<file path="config.mk">
export PLATFORM = sky130hd
export DESIGN_NAME = wdog_option_latches
export DESIGN_NICKNAME = d
export VERILOG_FILES = /design/src/wdog_pkg.sv /design/src/wdog_option_latches.sv
export SDC_FILE = /design/constraint.sdc
export NUM_CORES = 1
export LEC_CHECK = 0
export ABC_CLOCK_PERIOD_IN_PS = 4500
export BUFFER_PORTS_ARGS = -buffer_cell sky130_fd_sc_hd__buf_2
export CAP_MARGIN = 20
export CELL_PAD_IN_SITES_DETAIL_PLACEMENT = 1
export CELL_PAD_IN_SITES_GLOBAL_PLACEMENT = 2
export CORE_AREA = 2 2 113 115
export DETAILED_ROUTE_END_ITERATION = 6
export DIE_AREA = 0 0 115 117
export PLACE_DENSITY = 0.94
export SLEW_MARGIN = 20
export SYNTH_ARGS = -nofsm -noshare
export SYNTH_HDL_FRONTEND = slang
export SYNTH_SLANG_ARGS = --single-unit
</file>
<file path="constraint.sdc">
create_clock -name pclk -period 4.5 [get_ports pclk]
set_input_delay 0.45 -clock pclk [delete_from_list [all_inputs] [get_ports pclk]]
set_output_delay 0.45 -clock pclk [all_outputs]
set_load 0.02 [all_outputs]
</file>
<file path="src/wdog_pkg.sv">
/*
 Package for the watchdog with write-once option latches: register offsets,
 option bit positions, reset values and cycle counts.
 Assumes a 32-bit APB slave with byte addresses, one register per word.
*/
package wdog_pkg;
   // Register indices, and byte addresses at four times the index
   localparam logic [15:0] IDX_OPT_TWO = 16'h001E;
   localparam logic [15:0] IDX_OPT_ONE = 16'h001F;
   localparam logic [15:0] IDX_SERVICE = 16'hFFFF;
   localparam logic [17:0] ADDR_OPT_TWO = {IDX_OPT_TWO, 2'b00};
   localparam logic [17:0] ADDR_OPT_ONE = {IDX_OPT_ONE, 2'b00};
   localparam logic [17:0] ADDR_SERVICE = {IDX_SERVICE, 2'b00};
   localparam logic [17:0] ADDR_STATUS = 18'h00080;
   localparam logic [17:0] ADDR_CONTROL = 18'h00084;
   // Option register one bit positions
   localparam int BIT_WDOG_RATE = 0;
   localparam int BIT_MON_STOP = 1;
   localparam int BIT_MON_RST_DIS = 2;
   localparam int BIT_MON_PWR_DIS = 3;
   localparam int BIT_LV_MODE = 4;
   localparam int BIT_SHORT_REC = 5;
   localparam int BIT_STOP_EN = 6;
   localparam int BIT_WDOG_DIS = 7;
   // Option register two bit positions
   localparam int BIT_SER_CLK_SRC = 0;
   localparam int BIT_OSC_STOP = 1;
   // Status / control bit positions
   localparam int BIT_WDOG_CAUSE = 0;
   localparam int BIT_STOP_REQ = 0;
   // Reset values
   localparam logic [7:0] OPT_RESET = 8'h00;
   localparam logic LV_MODE_RESET = 1'b0;
   // Cycle counts
   localparam int PRESCALE_BITS = 12;
   localparam int COUNT_BITS = 6;
   localparam int RST_PULSE_CYC = 32;
   localparam int SHORT_REC_CYC = 32;
   localparam int LONG_REC_CYC = 4096;
   localparam int POR_CLEAR_CYC = 4096;
   localparam int TIMEOUT_SHORT = (2 ** 13) - (2 ** 4);
   localparam int TIMEOUT_LONG = (2 ** 18) - (2 ** 4);
   localparam logic [7:0] RESET_VECTOR_LOW = 8'h00;
endpackage

</file>
<file path="src/wdog_option_latches.sv">
/*
 Watchdog with write-once option latches, APB slave, one clock (oscillator clock).
 Assumes pclk is the oscillator clock; por_n marks power-on reset, presetn any reset.
*/
// Local design decision: the APB interface to the registers.
`timescale 1ns/1ps
module wdog_option_latches #(
   parameter int POR_CYCLES = wdog_pkg::POR_CLEAR_CYC,
   parameter int LONG_CYCLES = wdog_pkg::LONG_REC_CYC
) (
   input wire logic pclk,
   input wire logic presetn,
   input wire logic por_n,
   input wire logic psel,
   input wire logic penable,
   input wire logic pwrite,
   input wire logic [17:0] paddr,
   input wire logic [31:0] pwdata,
   output logic [31:0] prdata,
   output logic pready,
   output logic pslverr,
   input wire logic stop_exec,
   input wire logic stop_exit,
   input wire logic stop_exit_by_pin,
   input wire logic vector_fetch,
   input wire logic monitor_mode,
   input wire logic break_state,
   input wire logic test_voltage_on_reset,
   input wire logic test_voltage_on_irq,
   input wire logic monitor_reset_req,
   output logic reset_pin_low,
   output logic monitor_reset,
   output logic monitor_power_on,
   output logic monitor_stop_on,
   output logic monitor_5v_mode,
   output logic oscillator_stop,
   output logic serial_clock_source_option,
   output logic illegal_stop,
   output logic stop_recovery_busy
);
   import wdog_pkg::*;

   ////////////////////////////////////////////////////////////////////////
   // Option latches
   logic [7:0] option_register_one;
   logic [7:0] option_register_two;
   logic lv_mode;
   logic lock_one;
   logic lock_two;
   logic lock_lv;
   logic wdog_cause;
   logic stop_req;

   wire wr_access = psel && penable && pwrite;
   wire rd_access = psel && penable && !pwrite;
   wire hit_one = (paddr == ADDR_OPT_ONE);
   wire hit_two = (paddr == ADDR_OPT_TWO);
   wire hit_svc = (paddr == ADDR_SERVICE);
   wire hit_sts = (paddr == ADDR_STATUS);
   wire hit_ctl = (paddr == ADDR_CONTROL);
   wire mapped = hit_one | hit_two | hit_svc | hit_sts | hit_ctl;
   wire wr_one = wr_access && hit_one && !lock_one;
   wire wr_two = wr_access && hit_two && !lock_two;
   wire wr_lv = wr_access && hit_one && !lock_lv;
   wire service_wr = wr_access && hit_svc;

   always_ff @(posedge pclk or negedge presetn) begin
      if (!presetn) begin
         option_register_one <= OPT_RESET;
         option_register_two <= OPT_RESET;
         lock_one <= 1'b0;
         lock_two <= 1'b0;
         stop_req <= 1'b0;
      end else begin
         if (wr_one) begin
            option_register_one <= pwdata[7:0];
            lock_one <= 1'b1;
         end
         if (wr_two) begin
            option_register_two <= pwdata[7:0];
            lock_two <= 1'b1;
         end
         if (wr_access && hit_ctl) begin
            stop_req <= pwdata[BIT_STOP_REQ];
         end
      end
   end

   // Mode select survives all but power-on reset
   always_ff @(posedge pclk or negedge por_n) begin
      if (!por_n) begin
         lv_mode <= LV_MODE_RESET;
         lock_lv <= 1'b0;
      end else if (wr_lv) begin
         lv_mode <= pwdata[BIT_LV_MODE];
         lock_lv <= 1'b1;
      end
   end

   ////////////////////////////////////////////////////////////////////////
   // Option decode
   wire opt_rate = option_register_one[BIT_WDOG_RATE];
   wire opt_mon_stop = option_register_one[BIT_MON_STOP];
   wire opt_mon_rst_dis = option_register_one[BIT_MON_RST_DIS];
   wire opt_mon_pwr_dis = option_register_one[BIT_MON_PWR_DIS];
   wire opt_short = option_register_one[BIT_SHORT_REC];
   wire opt_stop_en = option_register_one[BIT_STOP_EN];
   wire opt_wdog_dis = option_register_one[BIT_WDOG_DIS];

   assign oscillator_stop = stop_req && !option_register_two[BIT_OSC_STOP];
   assign serial_clock_source_option = option_register_two[BIT_SER_CLK_SRC];
   assign monitor_stop_on = opt_mon_stop && !opt_mon_pwr_dis;
   assign monitor_reset = monitor_reset_req && !opt_mon_rst_dis;
   assign monitor_power_on = !opt_mon_pwr_dis;
   assign monitor_5v_mode = lv_mode;
   assign illegal_stop = stop_exec && !opt_stop_en;

   ////////////////////////////////////////////////////////////////////////
   // Watchdog
   logic [PRESCALE_BITS-1:0] prescale;
   logic [COUNT_BITS-1:0] count;
   logic [12:0] por_count;
   logic por_done;
   logic [5:0] pulse_count;
   logic [12:0] rec_count;

   wire test_hold = (monitor_mode && (test_voltage_on_reset || test_voltage_on_irq))
                    || (break_state && test_voltage_on_reset);
   wire wdog_run = !opt_wdog_dis && !test_hold && por_done;
   wire pulse_busy = (pulse_count != 6'd0);
   // Short rate: counter advances every 2^7 cycles, long every 2^12
   wire tick = opt_rate ? (prescale[6:0] == 7'h7F) : (prescale == 12'hFFF);
   // Overflow on the last cycle of the timeout span
   wire at_short_end = ({count, prescale[6:0]} == 13'(TIMEOUT_SHORT - 1));
   wire at_long_end = ({count, prescale} == 18'(TIMEOUT_LONG - 1));
   wire overflow = wdog_run && (opt_rate ? at_short_end : at_long_end);
   wire por_clear = !por_done && (por_count == 13'(POR_CYCLES - 1));
   wire full_clear = stop_exec || vector_fetch || por_clear;

   always_ff @(posedge pclk or negedge presetn) begin
      if (!presetn) begin
         prescale <= '0;
         count <= '0;
      end else if (full_clear || overflow) begin
         prescale <= '0;
         if (overflow) begin
            count <= '0;
         end
      end else if (service_wr) begin
         prescale[11:4] <= 8'h00;
         count <= '0;
      end else if (wdog_run) begin
         prescale <= prescale + 12'd1;
         if (tick) begin
            count <= count + 6'd1;
         end
      end
   end

   always_ff @(posedge pclk or negedge por_n) begin
      if (!por_n) begin
         por_count <= '0;
         por_done <= 1'b0;
      end else if (!por_done) begin
         por_count <= por_count + 13'd1;
         por_done <= por_clear;
      end
   end

   // Reset pulse and cause flag live across the chip reset they cause
   always_ff @(posedge pclk or negedge por_n) begin
      if (!por_n) begin
         pulse_count <= '0;
         wdog_cause <= 1'b0;
      end else if (overflow) begin
         pulse_count <= 6'(RST_PULSE_CYC);
         wdog_cause <= 1'b1;
      end else begin
         if (pulse_busy) begin
            pulse_count <= pulse_count - 6'd1;
         end
         if (rd_access && hit_sts) begin
            wdog_cause <= 1'b0;
         end
      end
   end
   assign reset_pin_low = pulse_busy;

   ////////////////////////////////////////////////////////////////////////
   // Stop recovery delay
   always_ff @(posedge pclk or negedge presetn) begin
      if (!presetn) begin
         rec_count <= '0;
      end else if (stop_exit) begin
         rec_count <= (opt_short && !stop_exit_by_pin) ? 13'(SHORT_REC_CYC) : 13'(LONG_CYCLES);
      end else if (rec_count != 13'd0) begin
         rec_count <= rec_count - 13'd1;
      end
   end
   assign stop_recovery_busy = (rec_count != 13'd0);

   ////////////////////////////////////////////////////////////////////////
   // APB read path
   logic [31:0] next_prdata;
   always_comb begin
      next_prdata = 32'h0000_0000;
      if (hit_one) begin
         next_prdata[7:0] = {option_register_one[7:5], lv_mode, option_register_one[3:0]};
      end else if (hit_two) begin
         next_prdata[7:0] = option_register_two;
      end else if (hit_svc) begin
         next_prdata[7:0] = RESET_VECTOR_LOW;
      end else if (hit_sts) begin
         next_prdata[BIT_WDOG_CAUSE] = wdog_cause;
      end else if (hit_ctl) begin
         next_prdata[BIT_STOP_REQ] = stop_req;
      end
   end

   always_ff @(posedge pclk or negedge presetn) begin
      if (!presetn) begin
         prdata <= '0;
      end else if (psel && !penable) begin
         prdata <= next_prdata;
      end
   end
   assign pready = 1'b1;
   assign pslverr = psel && penable && !mapped;

   ////////////////////////////////////////////////////////////////////////
   // Checks
   property p_lock_one;
      @(posedge pclk) disable iff (!presetn)
      lock_one && !($past(wr_one)) |-> $stable(option_register_one);
   endproperty
   a_lock_one: assert property (p_lock_one) else $error("option one changed after lock");

   property p_first_write;
      @(posedge pclk) disable iff (!presetn)
      wr_one |=> option_register_one == $past(pwdata[7:0]) && lock_one;
   endproperty
   a_first_write: assert property (p_first_write) else $error("first write not taken");

   property p_pulse;
      @(posedge pclk) disable iff (!por_n)
      overflow |=> reset_pin_low [*8];
   endproperty
   a_pulse: assert property (p_pulse) else $error("reset pulse too short");

   property p_cause;
      @(posedge pclk) disable iff (!por_n)
      overflow |=> wdog_cause;
   endproperty
   a_cause: assert property (p_cause) else $error("cause flag not set");

   property p_disable;
      @(posedge pclk) disable iff (!presetn)
      opt_wdog_dis && !full_clear && !service_wr |=> $stable(prescale) && $stable(count);
   endproperty
   a_disable: assert property (p_disable) else $error("disabled watchdog overflowed");

   property p_service;
      @(posedge pclk) disable iff (!presetn)
      service_wr && !full_clear && !overflow |=> count == 6'd0 && prescale[11:4] == 8'h00;
   endproperty
   a_service: assert property (p_service) else $error("service did not clear");

   property p_stop_clear;
      @(posedge pclk) disable iff (!presetn)
      stop_exec |=> prescale == 12'h000;
   endproperty
   a_stop_clear: assert property (p_stop_clear) else $error("stop did not clear prescaler");

   property p_pin_long;
      @(posedge pclk) disable iff (!presetn)
      stop_exit && stop_exit_by_pin |=> rec_count == 13'(LONG_CYCLES);
   endproperty
   a_pin_long: assert property (p_pin_long) else $error("pin exit not long");

   property p_illegal;
      @(posedge pclk) disable iff (!presetn)
      stop_exec && !option_register_one[BIT_STOP_EN] |-> illegal_stop;
   endproperty
   a_illegal: assert property (p_illegal) else $error("stop not illegal");

   property p_lock_two;
      @(posedge pclk) disable iff (!presetn)
      lock_two && !($past(wr_two)) |-> $stable(option_register_two);
   endproperty
   a_lock_two: assert property (p_lock_two) else $error("option two changed after lock");

   property p_first_two;
      @(posedge pclk) disable iff (!presetn)
      wr_two |=> option_register_two == $past(pwdata[7:0]) && lock_two;
   endproperty
   a_first_two: assert property (p_first_two) else $error("first write to option two not taken");

   property p_mode_first;
      @(posedge pclk) disable iff (!por_n)
      wr_lv |=> lv_mode == $past(pwdata[BIT_LV_MODE]) && lock_lv;
   endproperty
   a_mode_first: assert property (p_mode_first) else $error("mode select write not taken");

   property p_mode_lock;
      @(posedge pclk) disable iff (!por_n)
      lock_lv |=> lv_mode == $past(lv_mode);
   endproperty
   a_mode_lock: assert property (p_mode_lock) else $error("mode select changed after lock");

   property p_reset_clear;
      @(posedge pclk)
      $rose(presetn) |-> option_register_one == OPT_RESET && option_register_two == OPT_RESET;
   endproperty
   a_reset_clear: assert property (p_reset_clear) else $error("options not cleared by reset");

   property p_por_clear;
      @(posedge pclk) disable iff (!presetn)
      por_clear |=> prescale == 12'h000;
   endproperty
   a_por_clear: assert property (p_por_clear) else $error("power-on timer did not clear prescaler");

   property p_vector_clear;
      @(posedge pclk) disable iff (!presetn)
      vector_fetch |=> prescale == 12'h000;
   endproperty
   a_vector_clear: assert property (p_vector_clear) else $error("vector fetch did not clear prescaler");

   property p_overflow_clear;
      @(posedge pclk) disable iff (!presetn)
      overflow |=> count == 6'h00 && prescale == 12'h000;
   endproperty
   a_overflow_clear: assert property (p_overflow_clear) else $error("internal reset did not clear watchdog");

   property p_pulse_len;
      @(posedge pclk) disable iff (!por_n)
      overflow |-> ##32 reset_pin_low ##1 !reset_pin_low;
   endproperty
   a_pulse_len: assert property (p_pulse_len) else $error("reset pulse length wrong");

   property p_service_read;
      @(posedge pclk) disable iff (!presetn)
      rd_access && hit_svc && wdog_run && !full_clear && !overflow |=> prescale == $past(prescale) + 12'd1;
   endproperty
   a_service_read: assert property (p_service_read) else $error("service read touched watchdog");

   property p_test_hold;
      @(posedge pclk) disable iff (!presetn)
      test_hold && !full_clear && !service_wr |=> $stable(prescale) && $stable(count);
   endproperty
   a_test_hold: assert property (p_test_hold) else $error("watchdog ran under test voltage");

   property p_recovery;
      @(posedge pclk) disable iff (!presetn)
      stop_exit && !stop_exit_by_pin |=> rec_count == ($past(opt_short) ? 13'(SHORT_REC_CYC) : 13'(LONG_CYCLES));
   endproperty
   a_recovery: assert property (p_recovery) else $error("stop recovery delay wrong");
endmodule

</file>
==> flow_summary.toml, run 1 <==
[outcome]
status = "finished, final reports clean"

[synth]
netlist_instances = 408
synthTopCellsByCount = "dfrtp_1 (80), nor2_1 (48), buf_4 (26), nand2_1 (26), mux2_2 (21)"
synth_edf_count = 0
ys_warn_count = 0
synth_cell_types = 60
yosysMostFrequentCell = "dfrtp_1"
async_flop_share = 1.00
syn_area_per_cell_sq_um = 10.3
netlist_area_sq_um = 4190
synth_top_area_share = 0.478
yosysTopAreaCell = "dfrtp_1"
synth_seq_cells = 80
synth_area_leaders = "dfrtp_1 (48%), mux2_2 (5.6%), buf_4 (4.7%)"
seq_area_frac_synth = 0.478
yosys_most_used_dff = "dfrtp_1"

[placement]
portBuffers = 58
place_ws_ns = 1.70
placed_cell_area_sq_um = 4500
gp_congestion = 0.801
dp_hpwl_um = 7270
dp.cells = 604

[floorplan]
coreArea_sq_um = 12300
dieWidth_um = 115
ioPinCount = 108
dieArea_sq_um = 13500
fp-row-count = 41
start_util = 0.340
die_y_um = 117

[timing]
worst_pin_slew_ns = 0.732
period_share = 0.593
fin_tns_setup_ns = 0
slew_violations = 0
slew_headroom = 0.512
whs_ns = 0.0910
hold_viol_final = 0
setup_violations = 0
timing.final.ws_setup_ns = 1.83
finalCriticalPeriod_ns = 2.67
rsz0062_at_grt = "no"
fmax_mhz = 375
skew_ns = 0.00673

[layout]
fin_util = 0.389
drive_gt1_frac = 0.236
n_antenna_cell = 0
seq_area_sq_um = 2000
fillers = 1422
final_cells = 620
postLayoutCellArea_sq_um = 4790
syn_to_final_growth_pct = 14.4
multiInputGateArea_sq_um = 1990
final_nets = 536

[setup_path]
rr_worst_depth = 7
cpPeakStageDelay_ns = 0.55
critPathBufInv = 0
crit_type = "reg2reg"
path_cells = "ha_1, nand4_1, or3b_4, nor4_4, or3b_1, nor2_1, mux2_2"
cp.arrival_ns = 2.88
cp-end-kind = "flip-flop"
cp_max_fo = 14
path_delay_family = "simple AND/OR/NAND/NOR gates"
cp-start-kind = "flip-flop"
cp.required_ns = 4.71
crit_slowest_cell = "or3b_1"
reg2reg_from = "prescale[0]$_DFFE_PN0P_"
startpoint = "prescale[0]$_DFFE_PN0P_"
crit_cells = 7

[clock_network]
cts_tree = "done"
root_buffer = "clkbuf_16"
clock_sinks = 80
htreeDepth = 3
hold_buffers = 0
clock_path_buffers = 2
cts_setup_buffers = 0
clk_latency_ns = 0.33
clk_pin_slew_ns = 0.06
cts-resized-gates = 0
numCtsBuffers = 9

[pwr]
p_leak_nw = 2.23
peakVddDrop_v = 0.000275
powerDensity_nw_per_um2 = 402
power_mw = 1.92

[routing]
wirelength_um = 10000
routed.top_layer = "met4"
wl_met3_um = 391
postRouteAntennaNets = 0
met1Wirelength_um = 4200
viasPerCell = 5.11
vias = 3167
drcViolationCount = 0
wl_per_cell_um = 16.1
first_pass_iters = 4
first_iter_violations = 114
wl_met2_um = 5190

[global_routing]
grt_max_degree = 58
grt_pass1_wl_um = 17100
grt.overflow.total = 0
grt_pass1_vias = 3473
antenna_found_initial = 0
track_usage = 0.162

[hold_path]
hp-class = "in2async"

[job]
maxCapViolations = 0
cell usage in the layout, fill, tap and decap left out, types with 8 or more instances in the layout:
cell | Yosys | final
buf_2 | 3 | 58
xnor2_1 | 18 | 18
nor2b_1 | 9 | 8
mux2_2 | 21 | 21
a21oi_1 | 13 | 13
nor2_1 | 48 | 48
a22oi_1 | 8 | 8
conb_1 | 2 | 25
clkbuf_16 | 0 | 9
xor2_1 | 18 | 18
nand3_1 | 20 | 20
dfrtp_1 | 80 | 80
nor3_1 | 8 | 8
nand2_1 | 26 | 26
state kept, by name, indices dropped and copies added (netlist names):
signal	flops
monitor_5v_mode	1
lock_one	1
count	6
option_register_one	7
por_done	1
stop_req	1
option_register_two	8
prescale	12
prdata	8
lock_lv	1
lock_two	1
pulse_count	6
wdog_cause	1
rec_count	13
por_count	13
power by group:
group          switching (mW)  internal [mW]
Combinational           0.216          0.153
Clock                   0.289          0.430
Sequential             0.0601          0.776
area by class of cell:
| cell class | instances | share of cell area |
|---|---|---|
| repair buffers | 59 | 0.0621 |
| inverters | 8 | 0.00626 |
| flip-flops and latches | 80 | 0.418 |
| clock inverters | 5 | 0.0120 |
| clock buffers | 11 | 0.0486 |
| well taps | 150 | 0.0392 |
| multi-input cells | 307 | 0.414 |
metal layers:
metal / up-vias / global-route usage
li1: 1486 / -
met1: 1595 / 0.192
met2: 69 / 0.288
met3: 17 / 0.0371
met4: 0 / 0.0578
met5: - / 0
worst register-to-register path: cells and delay by family (launching register included):
family	cells	cell delay (ns)
and+or+nand+nor	5	1.62
DFF	1	0.38
adders and majority gates	1	0.28
muxes	1	0.28
cell families after synthesis:
group / Yosys count / share of synthesized area
other cells: 2 / 0.00179
simple gates: 174 / 0.226
fa+ha+maj: 6 / 0.0179
compound gates: 43 / 0.0702
xor+xnor: 36 / 0.0753
mux: 23 / 0.0612
flops: 80 / 0.478
buf+inv: 44 / 0.0693
path summary, 6_finish.rpt:
| check | end | slack [ns] |
|---|---|---|
| worst max-delay path | count[1]$_DFFE_PN0P_ | 1.83 |
| worst min-delay path | por_count[6]$_DFFE_PN0N_ | 0.09 |
| worst max register to register | count[1]$_DFFE_PN0P_ | 1.83 |
| worst min register to register | por_count[10]$_DFFE_PN0N_ | 0.47 |
| max in group asynchronous | option_register_two[4]$_DFFE_PN0P_ | 3.75 |
| min in group pclk | option_register_two[1]$_DFFE_PN0P_ | 0.36 |
(Power assumes the default switching activity.)
==> inputs of run 2 (changes only) <==
- ABC_AREA: default -> 1
- ABC_CLOCK_PERIOD_IN_PS: 4500 -> 2180
- CORE_AREA: 2 2 113 115 -> 2 2 133 135
- DIE_AREA: 0 0 115 117 -> 0 0 135 137
- PLACE_DENSITY: 0.94 -> 0.87
- clock period: 4.5 -> 2.18 ns (I/O delays scaled with it)
==> run 2 against run 1 <==
  * Wire length increased by 14%
  * Power increased by 100%
  * Setup slack got worse by 1.7 ns
  * Synthesized cell count increased by 46%
  * Count of clock-buffer cells in the layout decreased by 1
  * Die area increased by 37%
  * Sequential power increased by 95%
  * Critical path type is now reg2out
==> flow_summary.toml, run 2 <==
[layout]
final_cell_mix = "nand2_1 (118), nor2_1 (85), dfrtp_1 (80)"
syn_to_final_growth_pct = 17.4
largest_registers = "por_count x13, rec_count x13, prescale x12"
final_cells = 897
fillers = 2145
layout_commonest_cell = "nand2_1"
fin_util = 0.324
n_antenna_cell = 0
drive_gt1_frac = 0.195
postLayoutCellArea_sq_um = 5530
final_nets = 738

[hold_path]
worstHoldStart = "pwdata[3]"
hp-class = "in2reg"

[clock_network]
htreeDepth = 3
cts_tree = "done"
cts_setup_buffers = 0
clock_sinks = 80
clk_pin_slew_ns = 0.07
numCtsBuffers = 9
clock_path_buffers = 2
root_buffer = "clkbuf_16"
clk_latency_ns = 0.34
cts-resized-gates = 0

[timing]
skew_ns = 0.00797
slew_violations = 0
slew_headroom = 0.651
worst_pin_slew_ns = 0.524
rsz0062_at_grt = "no"
setup_violations = 0
timing.final.ws_setup_ns = 0.180
hold_viol_final = 0
finalCriticalPeriod_ns = 2.00
fmax_mhz = 500
fin_tns_setup_ns = 0
period_share = 0.918

[routing]
first_pass_iters = 4
wirelength_um = 11400
first_iter_violations = 87
postRouteAntennaNets = 0
wl_per_cell_um = 12.7
vias = 3880
viasPerCell = 4.33
drcViolationCount = 0

[outcome]
status = "finished, final reports clean"

[pwr]
p_leak_nw = 2.74
powerDensity_nw_per_um2 = 700
peakVddDrop_v = 0.000301

[setup_path]
cp-start-kind = "flip-flop"
crit_type = "reg2out"
cp-end-kind = "primary output"
cp.required_ns = 1.96
reg2reg_from = "prescale[1]$_DFFE_PN0P_"
cp.arrival_ns = 1.78
cp_max_fo = 5
startpoint = "rec_count[0]$_DFFE_PN0P_"

[floorplan]
coreArea_sq_um = 17100
start_util = 0.276
dieWidth_um = 135
fp-row-count = 48
die_y_um = 137
dieArea_sq_um = 18500
ioPinCount = 108

[global_routing]
grt_pass1_wl_um = 19900
antenna_found_initial = 0
grt_pass1_vias = 4039
grt.overflow.total = 0
grt_max_degree = 58
track_usage = 0.135

[synth]
synth_cell_types = 39
ys_warn_count = 0
async_flop_share = 1.00
synth_edf_count = 0
netlist_area_sq_um = 4710
yosysTopAreaCell = "dfrtp_1"
seq_area_frac_synth = 0.425
synth_seq_cells = 80
yosys_most_used_dff = "dfrtp_1"
syn_area_per_cell_sq_um = 7.89
synth_area_leaders = "dfrtp_1 (43%), nand2_1 (9.4%), nor2_1 (6.8%)"
yosysMostFrequentCell = "nand2_1"
synthTopCellsByCount = "nand2_1 (118), nor2_1 (85), dfrtp_1 (80)"
synth_top_area_share = 0.425
netlist_instances = 597

[placement]
gp_congestion = 0.784
dp.cells = 879
place_ws_ns = 0.331
placed_cell_area_sq_um = 5190
portBuffers = 58
dp_hpwl_um = 8730

[job]
maxCapViolations = 0
==> run 2: cell count changes after synthesis, sizes merged, moves of 7 or more <==
cell   delta
o21ai    +25
a22oi     -8
a21oi    +13
or3       -7
nor2b     -9
nand3    +19
xnor2     -8
nand2   +102
and3      -7
nor3      +7
inv      +73
nor2     +50
mux2     -21
==> run 2: final timing paths <==
check	cells after the start	end	slack (ns)
max	6	stop_recovery_busy	0.18
min	3	option_register_two[3]$_DFFE_PN0P_	0.14
max reg2reg	12	count[5]$_DFFE_PN0P_	0.35
min reg2reg	1	lock_lv$_DFFE_PN0P_	0.48
max in group asynchronous	2	por_done$_DFF_PN0_	1.44
min in group asynchronous	2	lock_lv$_DFFE_PN0P_	0.39
==> run 2: per-layer routing <==
layer / vias to the layer above / routed length, um / track usage
li1: 1983 / - / -
met1: 1827 / 5470 / 0.173
met2: 57 / 5360 / 0.228
met3: 13 / 342 / 0.0293
met4: 0 / 195 / 0.0451
met5: - / 0 / 0
==> run 2: through the flow <==
| stage | hold slack [ns] | power, mW |
|---|---|---|
| global placement | 0.230 | 2.29 |
| detailed placement | 0.228 | 2.31 |
| global route | 0.142 | 4.09 |
| CTS | 0.136 | 3.93 |
| floorplan | -0.0776 | 2.12 |
| finish | 0.141 | 3.87 |
==> run 2: logic make-up after synthesis <==
family,after synthesis,synth area share
xor+xnor,29,0.0539
other cells,2,0.00159
compound gates,64,0.0813
simple gates,305,0.310
buf+inv,111,0.112
fa+ha+maj,6,0.0159
flops,80,0.425
==> run 2: power breakdown <==
part           switching (mW)  internal, mW
Combinational           0.433         0.210
Clock                   0.657         0.935
Sequential             0.0706          1.56
Total                    1.16          2.71
==> run 2: final cells by class <==
type                            instances  area [sq um]  area share
Multi-Input combinational cell        429          2270       0.410
Clock inverter                          6          73.8      0.0134
Inverter                               83           312      0.0564
Tap cell                              225           282      0.0509
Clock buffer                           10           239      0.0432
Timing Repair Buffer                   64           353      0.0638
Sequential cell                        80          2000       0.362
==> run 2: timing repair <==
action                                  in CTS  in global routing
endpoints found under the hold margin       80                  0
endpoints found under the setup margin       0                  0
hold buffers                                 2                  0
==> run 2: critical path, stage by stage (launching register included) <==
cell and delay, ns:
dfrtp_1 0.44, inv_1 0.14, ha_1 0.19, nand3_1 0.09, nor3_2 0.21, inv_1 0.17
buf_2 0.20
